==> config.mk <==
export PLATFORM = sky130hd
export DESIGN_NAME = sfb_bank3_regs
export DESIGN_NICKNAME = d
export VERILOG_FILES = /design/src/logic/sfb_pkg.sv /design/src/logic/sfb_bank_decode.sv /design/src/logic/sfb_flag_calc.sv /design/src/logic/sfb_bank3_regs.sv
export VERILOG_INCLUDE_DIRS = /design/src /design/src/logic
export SDC_FILE = /design/constraint.sdc
export NUM_CORES = 1
export LEC_CHECK = 0
export BUFFER_PORTS_ARGS = -buffer_cell sky130_fd_sc_hd__buf_2
export CORE_MARGIN = 3
export CORE_UTILIZATION = 36
export CTS_BUF_LIST = sky130_fd_sc_hd__clkbuf_16
export CTS_CLUSTER_SIZE = 28
export DETAILED_ROUTE_END_ITERATION = 8
export GPL_TIMING_DRIVEN = 0
export PLACE_DENSITY_LB_ADDON = 0.15
export SLEW_MARGIN = 20
export SYNTH_ARGS = -nofsm -noshare
export SYNTH_HDL_FRONTEND = slang
export SYNTH_HIERARCHICAL = 1
export SYNTH_SLANG_ARGS = --single-unit
export TNS_END_PERCENT = 5
==> constraint.sdc <==
create_clock -name clk -period 2.9 [get_ports clk]
set_input_delay 0.435 -clock clk [delete_from_list [all_inputs] [get_ports clk]]
set_output_delay 0.435 -clock clk [all_outputs]
set_load 0.1 [all_outputs]
==> src/logic/sfb_defs.svh <==
// Constants for the bank-3 special function register block.
// Assumes 9-bit data addresses and 8-bit registers.
`ifndef SFB_DEFS_SVH
`define SFB_DEFS_SVH
`define SFB_ADR_INDIRECT 9'h180
`define SFB_ADR_OPTION 9'h181
`define SFB_ADR_PCL 9'h182
`define SFB_ADR_STATUS 9'h183
`define SFB_ADR_POINTER 9'h184
`define SFB_ADR_PORT_B_DIRECTION 9'h186
`define SFB_ADR_PROGRAM_COUNTER_HIGH_LATCH 9'h18A
`define SFB_ADR_INTERRUPT_CONTROL 9'h18B
`define SFB_LOW_MASK 7'h7F
`define SFB_RST_OPTION 8'hFF
`define SFB_RST_PCL 8'h00
`define SFB_RST_STATUS 8'h18
`define SFB_RST_PORT_B_DIRECTION 8'hFF
`define SFB_RST_PROGRAM_COUNTER_HIGH_LATCH 8'h00
`define SFB_RST_INTERRUPT_CONTROL 8'h00
`define SFB_RST_POINTER 8'h00
`define SFB_PROGRAM_COUNTER_HIGH_LATCH_MASK 8'h1F
`define SFB_BIT_C 0
`define SFB_BIT_DC 1
`define SFB_BIT_Z 2
`define SFB_BIT_PD 3
`define SFB_BIT_TO 4
`define SFB_BIT_RP0 5
`define SFB_BIT_RP1 6
`define SFB_BIT_IRP 7
`define SFB_BANK3 2'h3
`endif

==> src/logic/sfb_pkg.sv <==
// Types shared by the bank-3 register block.
// Assumes the defs header is compiled alongside.
package sfb_pkg;
   typedef enum logic [3:0] {
      SFB_BANK_0 = 4'h1,
      SFB_BANK_1 = 4'h2,
      SFB_BANK_2 = 4'h4,
      SFB_BANK_3 = 4'h8
   } sfb_bank_t;
endpackage

==> src/logic/sfb_bank_decode.sv <==
// Direct address bank decoder.
// Assumes a 7-bit in-bank offset from the instruction.
`timescale 1ns/100ps
`include "sfb_defs.svh"
module sfb_bank_decode
   import sfb_pkg::*;
(
   // Select and offset
   input wire logic [1:0] bank_sel,
   input wire logic [6:0] offset,
   // Result
   output sfb_bank_t bank,
   output logic [8:0] full_addr
);
   always_comb begin
      case (bank_sel)
         2'h0: bank = SFB_BANK_0;
         2'h1: bank = SFB_BANK_1;
         2'h2: bank = SFB_BANK_2;
         default: bank = SFB_BANK_3;
      endcase
   end
   assign full_addr = {bank_sel, offset};
endmodule

==> src/logic/sfb_flag_calc.sv <==
// Flag computation for add and subtract results.
// Assumes the core applies carry flags only for arithmetic operations.
`timescale 1ns/100ps
module sfb_flag_calc (
   // Operands
   input wire logic [7:0] op_a,
   input wire logic [7:0] op_b,
   input wire logic is_sub,
   // Result and flags
   output logic [7:0] result,
   output logic carry,
   output logic nibble_carry,
   output logic zero
);
   logic [8:0] full;
   logic [4:0] low;
   always_comb begin
      // Subtraction as a + ~b + 1 gives inverted borrow directly
      if (is_sub) begin
         full = {1'b0, op_a} + {1'b0, ~op_b} + 9'h001;
         low = {1'b0, op_a[3:0]} + {1'b0, ~op_b[3:0]} + 5'h01;
      end else begin
         full = {1'b0, op_a} + {1'b0, op_b};
         low = {1'b0, op_a[3:0]} + {1'b0, op_b[3:0]};
      end
   end
   assign result = full[7:0];
   assign carry = full[8];
   assign nibble_carry = low[4];
   assign zero = (full[7:0] == 8'h00);
endmodule

==> src/logic/sfb_bank3_regs.sv <==
// Bank-3 special function registers and the status register write path.
// Assumes the core presents one access per cycle, reads are combinational
// in the address and returned registered one cycle later.
`timescale 1ns/100ps
`include "sfb_defs.svh"
module sfb_bank3_regs
   import sfb_pkg::*;
(
   // Clock and reset
   input wire logic clk,
   input wire logic sys_rst,
   // Core access
   input wire logic [6:0] acc_offset,
   input wire logic acc_wr,
   input wire logic [7:0] acc_wdata,
   input wire logic acc_clear,
   input wire logic acc_flags_upd,
   input wire logic acc_carry_upd,
   input wire logic [7:0] alu_a,
   input wire logic [7:0] alu_b,
   input wire logic alu_sub,
   // Core events
   input wire logic watchdog_clear_instr,
   input wire logic sleep_instr,
   input wire logic watchdog_timeout,
   // Read data
   output logic [7:0] rd_data_q,
   output logic rd_hit_q,
   // Register outputs
   output logic [7:0] status_q,
   output logic [7:0] option_q,
   output logic [7:0] pcl_q,
   output logic [7:0] pointer_q,
   output logic [7:0] port_b_direction_q,
   output logic [7:0] program_counter_high_latch_q,
   output logic [7:0] interrupt_control_q,
   output logic [8:0] indirect_addr_q
);
   ////////////////////////////////////////////////////////////////////////
   sfb_bank_t bank;
   logic [8:0] addr;
   logic [7:0] alu_res;
   logic alu_c, alu_dc, alu_z;
   logic is_bank3, sel_status, sel_option, sel_pcl, sel_pointer;
   logic sel_port_b_direction, sel_program_counter_high_latch, sel_interrupt_control, sel_indirect, sel_any;
   logic wr_en;
   logic [7:0] wr_val;
   logic [7:0] status_d;
   logic [7:0] rd_d;

   sfb_bank_decode u_dec (
      .bank_sel(status_q[`SFB_BIT_RP1:`SFB_BIT_RP0]),
      .offset(acc_offset),
      .bank(bank),
      .full_addr(addr)
   );

   sfb_flag_calc u_alu (
      .op_a(alu_a),
      .op_b(alu_b),
      .is_sub(alu_sub),
      .result(alu_res),
      .carry(alu_c),
      .nibble_carry(alu_dc),
      .zero(alu_z)
   );

   ////////////////////////////////////////////////////////////////////////
   // Shared entries match on the in-bank offset alone, so every bank writes and
   // reads the same physical register; rd_hit_q flags the read only in bank 3.
   always_comb begin
      is_bank3 = (bank == SFB_BANK_3);
      sel_indirect = (acc_offset ==
         (`SFB_ADR_INDIRECT & {2'h0, `SFB_LOW_MASK}));
      sel_pcl = (acc_offset ==
         (`SFB_ADR_PCL & {2'h0, `SFB_LOW_MASK}));
      sel_status = (acc_offset ==
         (`SFB_ADR_STATUS & {2'h0, `SFB_LOW_MASK}));
      sel_pointer = (acc_offset ==
         (`SFB_ADR_POINTER & {2'h0, `SFB_LOW_MASK}));
      sel_program_counter_high_latch = (acc_offset ==
         (`SFB_ADR_PROGRAM_COUNTER_HIGH_LATCH & {2'h0, `SFB_LOW_MASK}));
      sel_interrupt_control = (acc_offset ==
         (`SFB_ADR_INTERRUPT_CONTROL & {2'h0, `SFB_LOW_MASK}));
      // Option and direction are local to banks 1 and 3
      sel_option = (acc_offset ==
         (`SFB_ADR_OPTION & {2'h0, `SFB_LOW_MASK})) &&
         (bank == SFB_BANK_3 || bank == SFB_BANK_1);
      sel_port_b_direction = (acc_offset ==
         (`SFB_ADR_PORT_B_DIRECTION & {2'h0, `SFB_LOW_MASK})) &&
         (bank == SFB_BANK_3 || bank == SFB_BANK_1);
      sel_any = sel_indirect | sel_pcl | sel_status | sel_pointer |
         sel_program_counter_high_latch | sel_interrupt_control | sel_option | sel_port_b_direction;
   end

   assign wr_en = acc_wr | acc_clear;
   assign wr_val = acc_clear ? 8'h00 : acc_wdata;

   ////////////////////////////////////////////////////////////////////////
   // Status register next value
   always_comb begin
      status_d = status_q;
      if (wr_en && sel_status) begin
         status_d[`SFB_BIT_IRP] = wr_val[`SFB_BIT_IRP];
         status_d[`SFB_BIT_RP1] = wr_val[`SFB_BIT_RP1];
         status_d[`SFB_BIT_RP0] = wr_val[`SFB_BIT_RP0];
         if (!acc_flags_upd && !acc_clear) begin
            status_d[`SFB_BIT_Z] = wr_val[`SFB_BIT_Z];
            status_d[`SFB_BIT_DC] = wr_val[`SFB_BIT_DC];
            status_d[`SFB_BIT_C] = wr_val[`SFB_BIT_C];
         end
      end
      // Flag update from the operation beats the written value
      if (acc_clear) begin
         status_d[`SFB_BIT_Z] = 1'b1;
      end else if (acc_flags_upd) begin
         status_d[`SFB_BIT_Z] = alu_z;
         if (acc_carry_upd) begin
            status_d[`SFB_BIT_DC] = alu_dc;
            status_d[`SFB_BIT_C] = alu_c;
         end
      end
      // Reset-cause flags change only on core events
      if (watchdog_timeout) begin
         status_d[`SFB_BIT_TO] = 1'b0;
      end else if (watchdog_clear_instr || sleep_instr) begin
         status_d[`SFB_BIT_TO] = 1'b1;
      end
      if (sleep_instr) begin
         status_d[`SFB_BIT_PD] = 1'b0;
      end else if (watchdog_clear_instr) begin
         status_d[`SFB_BIT_PD] = 1'b1;
      end
   end

   always_ff @(posedge clk or posedge sys_rst) begin
      if (sys_rst) begin
         status_q <= `SFB_RST_STATUS;
      end else begin
         status_q <= status_d;
      end
   end

   ////////////////////////////////////////////////////////////////////////
   // Plain registers
   always_ff @(posedge clk or posedge sys_rst) begin
      if (sys_rst) begin
         option_q <= `SFB_RST_OPTION;
         port_b_direction_q <= `SFB_RST_PORT_B_DIRECTION;
         pointer_q <= `SFB_RST_POINTER;
         program_counter_high_latch_q <= `SFB_RST_PROGRAM_COUNTER_HIGH_LATCH;
         interrupt_control_q <= `SFB_RST_INTERRUPT_CONTROL;
         pcl_q <= `SFB_RST_PCL;
      end else if (wr_en) begin
         if (sel_option) begin
            option_q <= wr_val;
         end
         if (sel_port_b_direction) begin
            port_b_direction_q <= wr_val;
         end
         if (sel_pointer) begin
            pointer_q <= wr_val;
         end
         if (sel_program_counter_high_latch) begin
            program_counter_high_latch_q <= wr_val & `SFB_PROGRAM_COUNTER_HIGH_LATCH_MASK;
         end
         if (sel_interrupt_control) begin
            interrupt_control_q <= wr_val;
         end
         if (sel_pcl) begin
            pcl_q <= wr_val;
         end
      end
   end

   // Indirect target: bank bit joins the pointer
   always_ff @(posedge clk or posedge sys_rst) begin
      if (sys_rst) begin
         indirect_addr_q <= 9'h000;
      end else begin
         indirect_addr_q <= {status_d[`SFB_BIT_IRP], (wr_en && sel_pointer)
            ? wr_val : pointer_q};
      end
   end

   ////////////////////////////////////////////////////////////////////////
   // Read path; the indirect entry is not a register and reads zero here,
   // the core redirects that access through the pointer.
   always_comb begin
      rd_d = 8'h00;
      if (sel_status) begin
         rd_d = status_q;
      end else if (sel_option) begin
         rd_d = option_q;
      end else if (sel_pcl) begin
         rd_d = pcl_q;
      end else if (sel_pointer) begin
         rd_d = pointer_q;
      end else if (sel_port_b_direction) begin
         rd_d = port_b_direction_q;
      end else if (sel_program_counter_high_latch) begin
         rd_d = program_counter_high_latch_q;
      end else if (sel_interrupt_control) begin
         rd_d = interrupt_control_q;
      end else begin
         rd_d = 8'h00;
      end
   end

   always_ff @(posedge clk or posedge sys_rst) begin
      if (sys_rst) begin
         rd_data_q <= 8'h00;
         rd_hit_q <= 1'b0;
      end else begin
         rd_data_q <= rd_d;
         rd_hit_q <= sel_any & is_bank3;
      end
   end

   ////////////////////////////////////////////////////////////////////////
   AST_STATUS_CLEAR: assert property (@(posedge clk) disable iff (sys_rst)
      (acc_clear && sel_status && !watchdog_timeout && !sleep_instr &&
      !watchdog_clear_instr) |=> (status_q[7:5] == 3'h0 &&
      status_q[`SFB_BIT_Z] && status_q[4:3] == $past(status_q[4:3]) &&
      status_q[1:0] == $past(status_q[1:0])))
      else $error("register clear of status wrong");
   AST_FLAGS_FROM_ALU: assert property (@(posedge clk) disable iff (sys_rst)
      (acc_flags_upd && acc_carry_upd && !acc_clear) |=>
      (status_q[`SFB_BIT_C] == $past(alu_c) &&
      status_q[`SFB_BIT_Z] == $past(alu_z)))
      else $error("status flags not from operation");
   AST_RESET_FLAGS_RO: assert property (@(posedge clk) disable iff (sys_rst)
      (!watchdog_timeout && !sleep_instr && !watchdog_clear_instr) |=>
      $stable(status_q[4:3]))
      else $error("reset-cause flags changed by write");
   AST_TIMEOUT: assert property (@(posedge clk) disable iff (sys_rst)
      watchdog_timeout |=> !status_q[`SFB_BIT_TO])
      else $error("expiry flag not cleared");
   AST_SLEEP: assert property (@(posedge clk) disable iff (sys_rst)
      (sleep_instr && !watchdog_timeout) |=>
      (status_q[`SFB_BIT_TO] && !status_q[`SFB_BIT_PD]))
      else $error("sleep flags wrong");
   AST_WDT_CLEAR: assert property (@(posedge clk) disable iff (sys_rst)
      (watchdog_clear_instr && !sleep_instr && !watchdog_timeout) |=>
      status_q[4:3] == 2'h3)
      else $error("clear watchdog flags wrong");
   AST_UNMAPPED: assert property (@(posedge clk) disable iff (sys_rst)
      !sel_any |=> (rd_data_q == 8'h00 && !rd_hit_q))
      else $error("unmapped read not zero");
   AST_STATUS_WRITE: assert property (@(posedge clk) disable iff (sys_rst)
      (acc_wr && !acc_clear && sel_status && !acc_flags_upd) |=>
      status_q[7:5] == $past(acc_wdata[7:5]))
      else $error("status write lost");
   AST_BANK3_HIT: assert property (@(posedge clk) disable iff (sys_rst)
      (sel_status && status_q[6:5] == `SFB_BANK3) |=> rd_hit_q)
      else $error("bank 3 decode wrong");
   AST_SUB_BORROW: assert property (@(posedge clk) disable iff (sys_rst)
      (acc_flags_upd && acc_carry_upd && !acc_clear && alu_sub &&
      alu_a < alu_b) |=> !status_q[`SFB_BIT_C])
      else $error("borrow not inverted");
   COV_CLEAR: cover property (@(posedge clk) acc_clear && sel_status);
   COV_SLEEP: cover property (@(posedge clk) sleep_instr);
   COV_TIMEOUT: cover property (@(posedge clk) watchdog_timeout);
   COV_SUB: cover property (@(posedge clk) acc_flags_upd && alu_sub);
endmodule

==> run metrics, run 1 <==
status=finished clean; root buffer cell=clkbuf_16; CTS Sinks=70; Final Worst Setup Slack=0.191 ns; initial core utilization=0.370; grt ovf=0; CP Buf/Inv Count=0; CP Data Arrival Time=2.97 ns; worst slew pin tran=0.920 ns; Layout Nets=593; crit path max-delay cell type=xnor2_1; GR Util All Layers=0.194; Area Overhead vs Synth=25.0%; clk buf depth=2; power per cell area=548 nW/µm²; Rel. slew slack=0.382; Post-Place Cells=665; clock skew=0.00636 ns; maximum capacitance violations=0; Residual DRC=0; # setup viols final=0; CTS H-tree lvls=3; GPL Wtd Cong=0.866; Hold Slack=0.0954 ns; crit-path cells=and2b_2, xnor2_1, nor3_2, nand2_1, mux2_2; Comb power frac=0.264; die height=115 µm; switching share of power=0.357; via count=3,663; Routed Antenna Nets=0; leakage power total=2.55 nW; Clk pwr share=0.368; number of port buffers=111; total net switching power=1.04 mW; DIE WIDTH=115 µm; Setup WS pre-CTS=0.0463 ns; io pins=115; Synth Cell Area=4240 µm²; post_cts resized=1; WL per Instance=18.3 µm; top fanout value on the critical path=9; largest net degree at the start of global routing=40; Int Pwr=1.87 mW; Worst setup EP type=register; number of global-route vias before repair=3,645; Mapped Cells=408; FILL cells=1,110; Tmin final=2.71 ns; first-pass GRT wire length=19,800 µm; routed vias/inst=5.38; clk_lat worst skew=0.34 ns; non-filler cells, final=681; WP data required=3.16 ns; # hold bufs at CTS=0; Ant. Diodes=0; DPL Wire Length=9660 µm; Crit path largest cell delay=0.74 ns; post-CTS setup buffer count=0; Reg power frac=0.367; fmax=369 MHz; fraction of layout cells with a size suffix above 1=0.385; Final Total Pwr=2.91 mW; final hold vios=0; final WL=12,500 µm; core footprint=11,500 µm²; Clock Pin Slew Worst Setup and Hold Paths=0.06 ns; DR pass1 iterations=4; DIE AREA=13,100 µm²; worst-case vdd ir drop=267 µV; initial antenna violation count=0; fin. max-slew vios=0; Cell Rows=39; warnings from Yosys=6; mean area per synthesized cell=10.4 µm²; Hold Path Class=in2async; TritonCTS clock tree=done; initial drt markers=210; TritonCTS Buffers=9; CP Launch Type=register; Top delay family on crit path=simple AND/OR/NAND/NOR gates; fin crit share=0.934; critical path type=reg2reg; RSZ-0062 raised after global routing=false
cell type report:
type / count / area (µm²) / share of cell area
well taps: 143 / 179 / 0.0338
flip-flops and latches: 70 / 1770 / 0.335
repair buffers: 112 / 576 / 0.109
clock inverters: 7 / 65.1 / 0.0123
inverters: 27 / 104 / 0.0196
multi-input cells: 292 / 2260 / 0.427
clock buffers: 9 / 225 / 0.0425
plain buffers: 21 / 115 / 0.0217
final timing paths:
check,start,end,slack [ns],depth (start not counted)
setup / recovery,status_q[5],port_b_direction_q[7],0.19,5
hold / removal,sys_rst,status_q[5],0.1,2
setup reg to reg,status_q[5],port_b_direction_q[7],0.19,5
hold reg to reg,port_b_direction_q[1],port_b_direction_q[1],0.50,2
max in group asynchronous,sys_rst,port_b_direction_q[0],2.20,3
min in group clk,watchdog_timeout,status_q[4],0.21,2
flip-flops by register name, summed over array words and instances, names as in the netlist, 5 cells and up:
name,count
interrupt_control_q,8
pcl_q,8
pointer_q,8
status_q,8
port_b_direction_q,8
option_q,8
indirect_addr_q,8
rd_data_q,8
program_counter_high_latch_q,5
per-layer routing:
layer / track usage / part of all wire / vias up
met5: 0 / 0 / -
met4: 0.0649 / 0.021 / 0
met3: 0.0349 / 0.059 / 22
met2: 0.296 / 0.45 / 120
met1: 0.277 / 0.46 / 1781
li1: - / - / 1740
cells in the final DEF, fill, tap and decap left out, types with 6 or more instances in the layout:
cell type,count
mux2i_1,8
clkbuf_16,9
nor4_1,8
o21ai_0,14
a211oi_1,8
nor2_1,19
nor3_1,12
nand2_1,17
inv_1,26
o2bb2ai_1,6
o22ai_1,6
buf_2,114
mux2_2,38
dfrtp_1,52
dfstp_2,18
nand3_1,10
a21oi_1,10
clkbuf_1,12
nor3b_1,14
ha_1,17
nor2b_1,18
a32oi_1,8
stage by stage:
step	utilization	area, µm²	setup TNS (ns)
final	0.462	5300	0
after global routing	0.462	5300	0
after CTS	0.462	5300	0
after detailed placement	0.436	5000	0
after global placement	0.434	4980	-4.82
after floorplan	-	4250	0
power by group through the flow:
stage	registers, mW	logic, mW	clock network [mW]
after CTS	1.07	0.772	1.08
after floorplan	1.41	0.269	0
after global routing	1.07	0.816	1.14
after global placement	1.08	0.758	0
final	1.07	0.769	1.07
after detailed placement	1.08	0.769	0
worst register-to-register path, stage by stage (launching register included):
cell	delay, ns
dfrtp_1	0.46
and2b_2	0.26
xnor2_1	0.74
nor3_2	0.25
nand2_1	0.52
mux2_2	0.40
(Power assumes the default switching activity.)
==> run 2: changes to the inputs <==
Settings changed: CTS_BUF_LIST sky130_fd_sc_hd__clkbuf_16 to not set.
==> run 2 against run 1 <==
  * Clock skew is essentially flat
  * Wire length shrank 0.21%
  * Sequential cell count is the same
  * Core utilization grew 0.087 points
  * Cell area grew 0.19%
  * Maximum frequency grew 1.1%
  * Via count grew 0.55%
  * Largest power group is now the clock network
  * Combinational power is essentially flat
  * Register-to-register slack gained 0.03 ns
  * Highest routed layer unchanged
  * Count of clock-buffer cells in the layout grew 1
  * Clock power is essentially flat
==> run metrics, run 2 (same netlist as run 1, synthesis figures left out) <==
status=finished clean; GPL Wtd Cong=0.866; maximum capacitance violations=0; worst slew pin tran=0.907 ns; fin. max-slew vios=0; Hold Slack=0.101 ns; Clock Pin Slew Worst Setup and Hold Paths=0.06 ns; fmax=373 MHz; critical path type=reg2reg; CP Data Arrival Time=2.93 ns; Rel. slew slack=0.393; DIE WIDTH=115 µm; io pins=115; dpl cell area=5000 µm²; DIE AREA=13,100 µm²; top fanout value on the critical path=9; power per cell area=552 nW/µm²; TritonCTS clock tree=done; wl on met1=5830 µm; final instance area=5310 µm²; DPL Wire Length=9660 µm; Ant. Diodes=0; WL per Instance=18.3 µm; most common cell after layout, fill and taps aside=buf_2; Area Overhead vs Synth=25.2%; wire length on met3=661 µm; WP data required=3.15 ns; Post-Place Cells=665; Cell Rows=39; Residual DRC=0; non-filler cells, final=681; initial antenna violation count=0; Layout Nets=593; fin crit share=0.924; Hold Path Class=in2async; number of global-route vias before repair=3,649; final WL=12,500 µm; CTS H-tree lvls=3; via count=3,683; post-CTS setup buffer count=0; root buffer cell=clkbuf_16; DR pass1 iterations=4; DR WL met2=5700 µm; GR Util All Layers=0.193; first-pass GRT wire length=19,800 µm; fraction of layout cells with a size suffix above 1=0.387; number of port buffers=111; # setup viols final=0; TritonCTS Buffers=9; initial drt markers=184; Tmin final=2.68 ns; # hold bufs at CTS=0; initial core utilization=0.370; die height=115 µm; final hold vios=0; core footprint=11,500 µm²; grt ovf=0; clk_lat worst skew=0.33 ns; RSZ-0062 raised after global routing=false; CTS Sinks=70; Highest Signal Layer=met4; routed vias/inst=5.41; most frequent cells in the layout=114 x buf_2, 52 x dfrtp_1, 38 x mux2_2; worst-case vdd ir drop=268 µV; leakage power total=2.55 nW; Final Total Pwr=2.93 mW; Routed Antenna Nets=0; largest net degree at the start of global routing=40; clock skew=0.00667 ns; post_cts resized=0; CP Launch Type=register; clk buf depth=2; Worst setup EP type=register
==> run 2: changes by cell type in the layout (fill, tap and decap cells not counted), sizes merged <==
cell / before / now
clkbuf: 22 / 23
clkinv: 5 / 4
==> run 2: layer usage <==
layer | global-route usage | vias up
met5 | 0 | -
met4 | 0.0602 | 0
met3 | 0.0349 | 20
met2 | 0.298 | 117
met1 | 0.276 | 1810
li1 | - | 1736
==> run 2: per-stage QoR <==
step	setup slack (ns)	setup TNS, ns	utilization
2_1_floorplan	0.219	0	-
3_3_place_gp	-0.0960	-4.82	0.434
3_5_place_dp	0.0463	0	0.436
4_1_cts	0.00376	0	0.463
5_1_grt	0.0865	0	0.463
6_report	0.221	0	0.463
==> run 2: final cells by class <==
class	count	area (µm²)
Multi-Input combinational cell	292	2260
Fill cell	1111	6160
Clock buffer	10	239
Sequential cell	70	1770
Inverter	27	104
Timing Repair Buffer	112	576
Tap cell	143	179
Clock inverter	6	61.3
Buffer	21	115
==> run 2: power by group <==
| group | switching [mW] | total, mW | internal (mW) |
|---|---|---|---|
| Clock | 0.410 | 1.10 | 0.685 |
| Combinational | 0.585 | 0.769 | 0.184 |
| Sequential | 0.0403 | 1.07 | 1.03 |
| Total | 1.04 | 2.93 | 1.90 |
==> run 2: critical path, stage by stage, from the launching register on <==
cell and delay [ns]:
dfrtp_1 0.45, and2b_2 0.26, xnor2_1 0.72, nor3_2 0.25
nand2_1 0.52, mux2_2 0.40
==> run 2: worst paths after layout <==
path	from	endpoint	slack (ns)	cells after the start
min in group clk	watchdog_timeout	status_q[4]	0.22	2
max in group asynchronous	sys_rst	port_b_direction_q[0]	2.19	3
worst max-delay path	status_q[5]	port_b_direction_q[7]	0.22	5
worst min-delay path	sys_rst	status_q[5]	0.10	2
worst max register to register	status_q[5]	port_b_direction_q[7]	0.22	5
worst min register to register	option_q[2]	option_q[2]	0.50	1
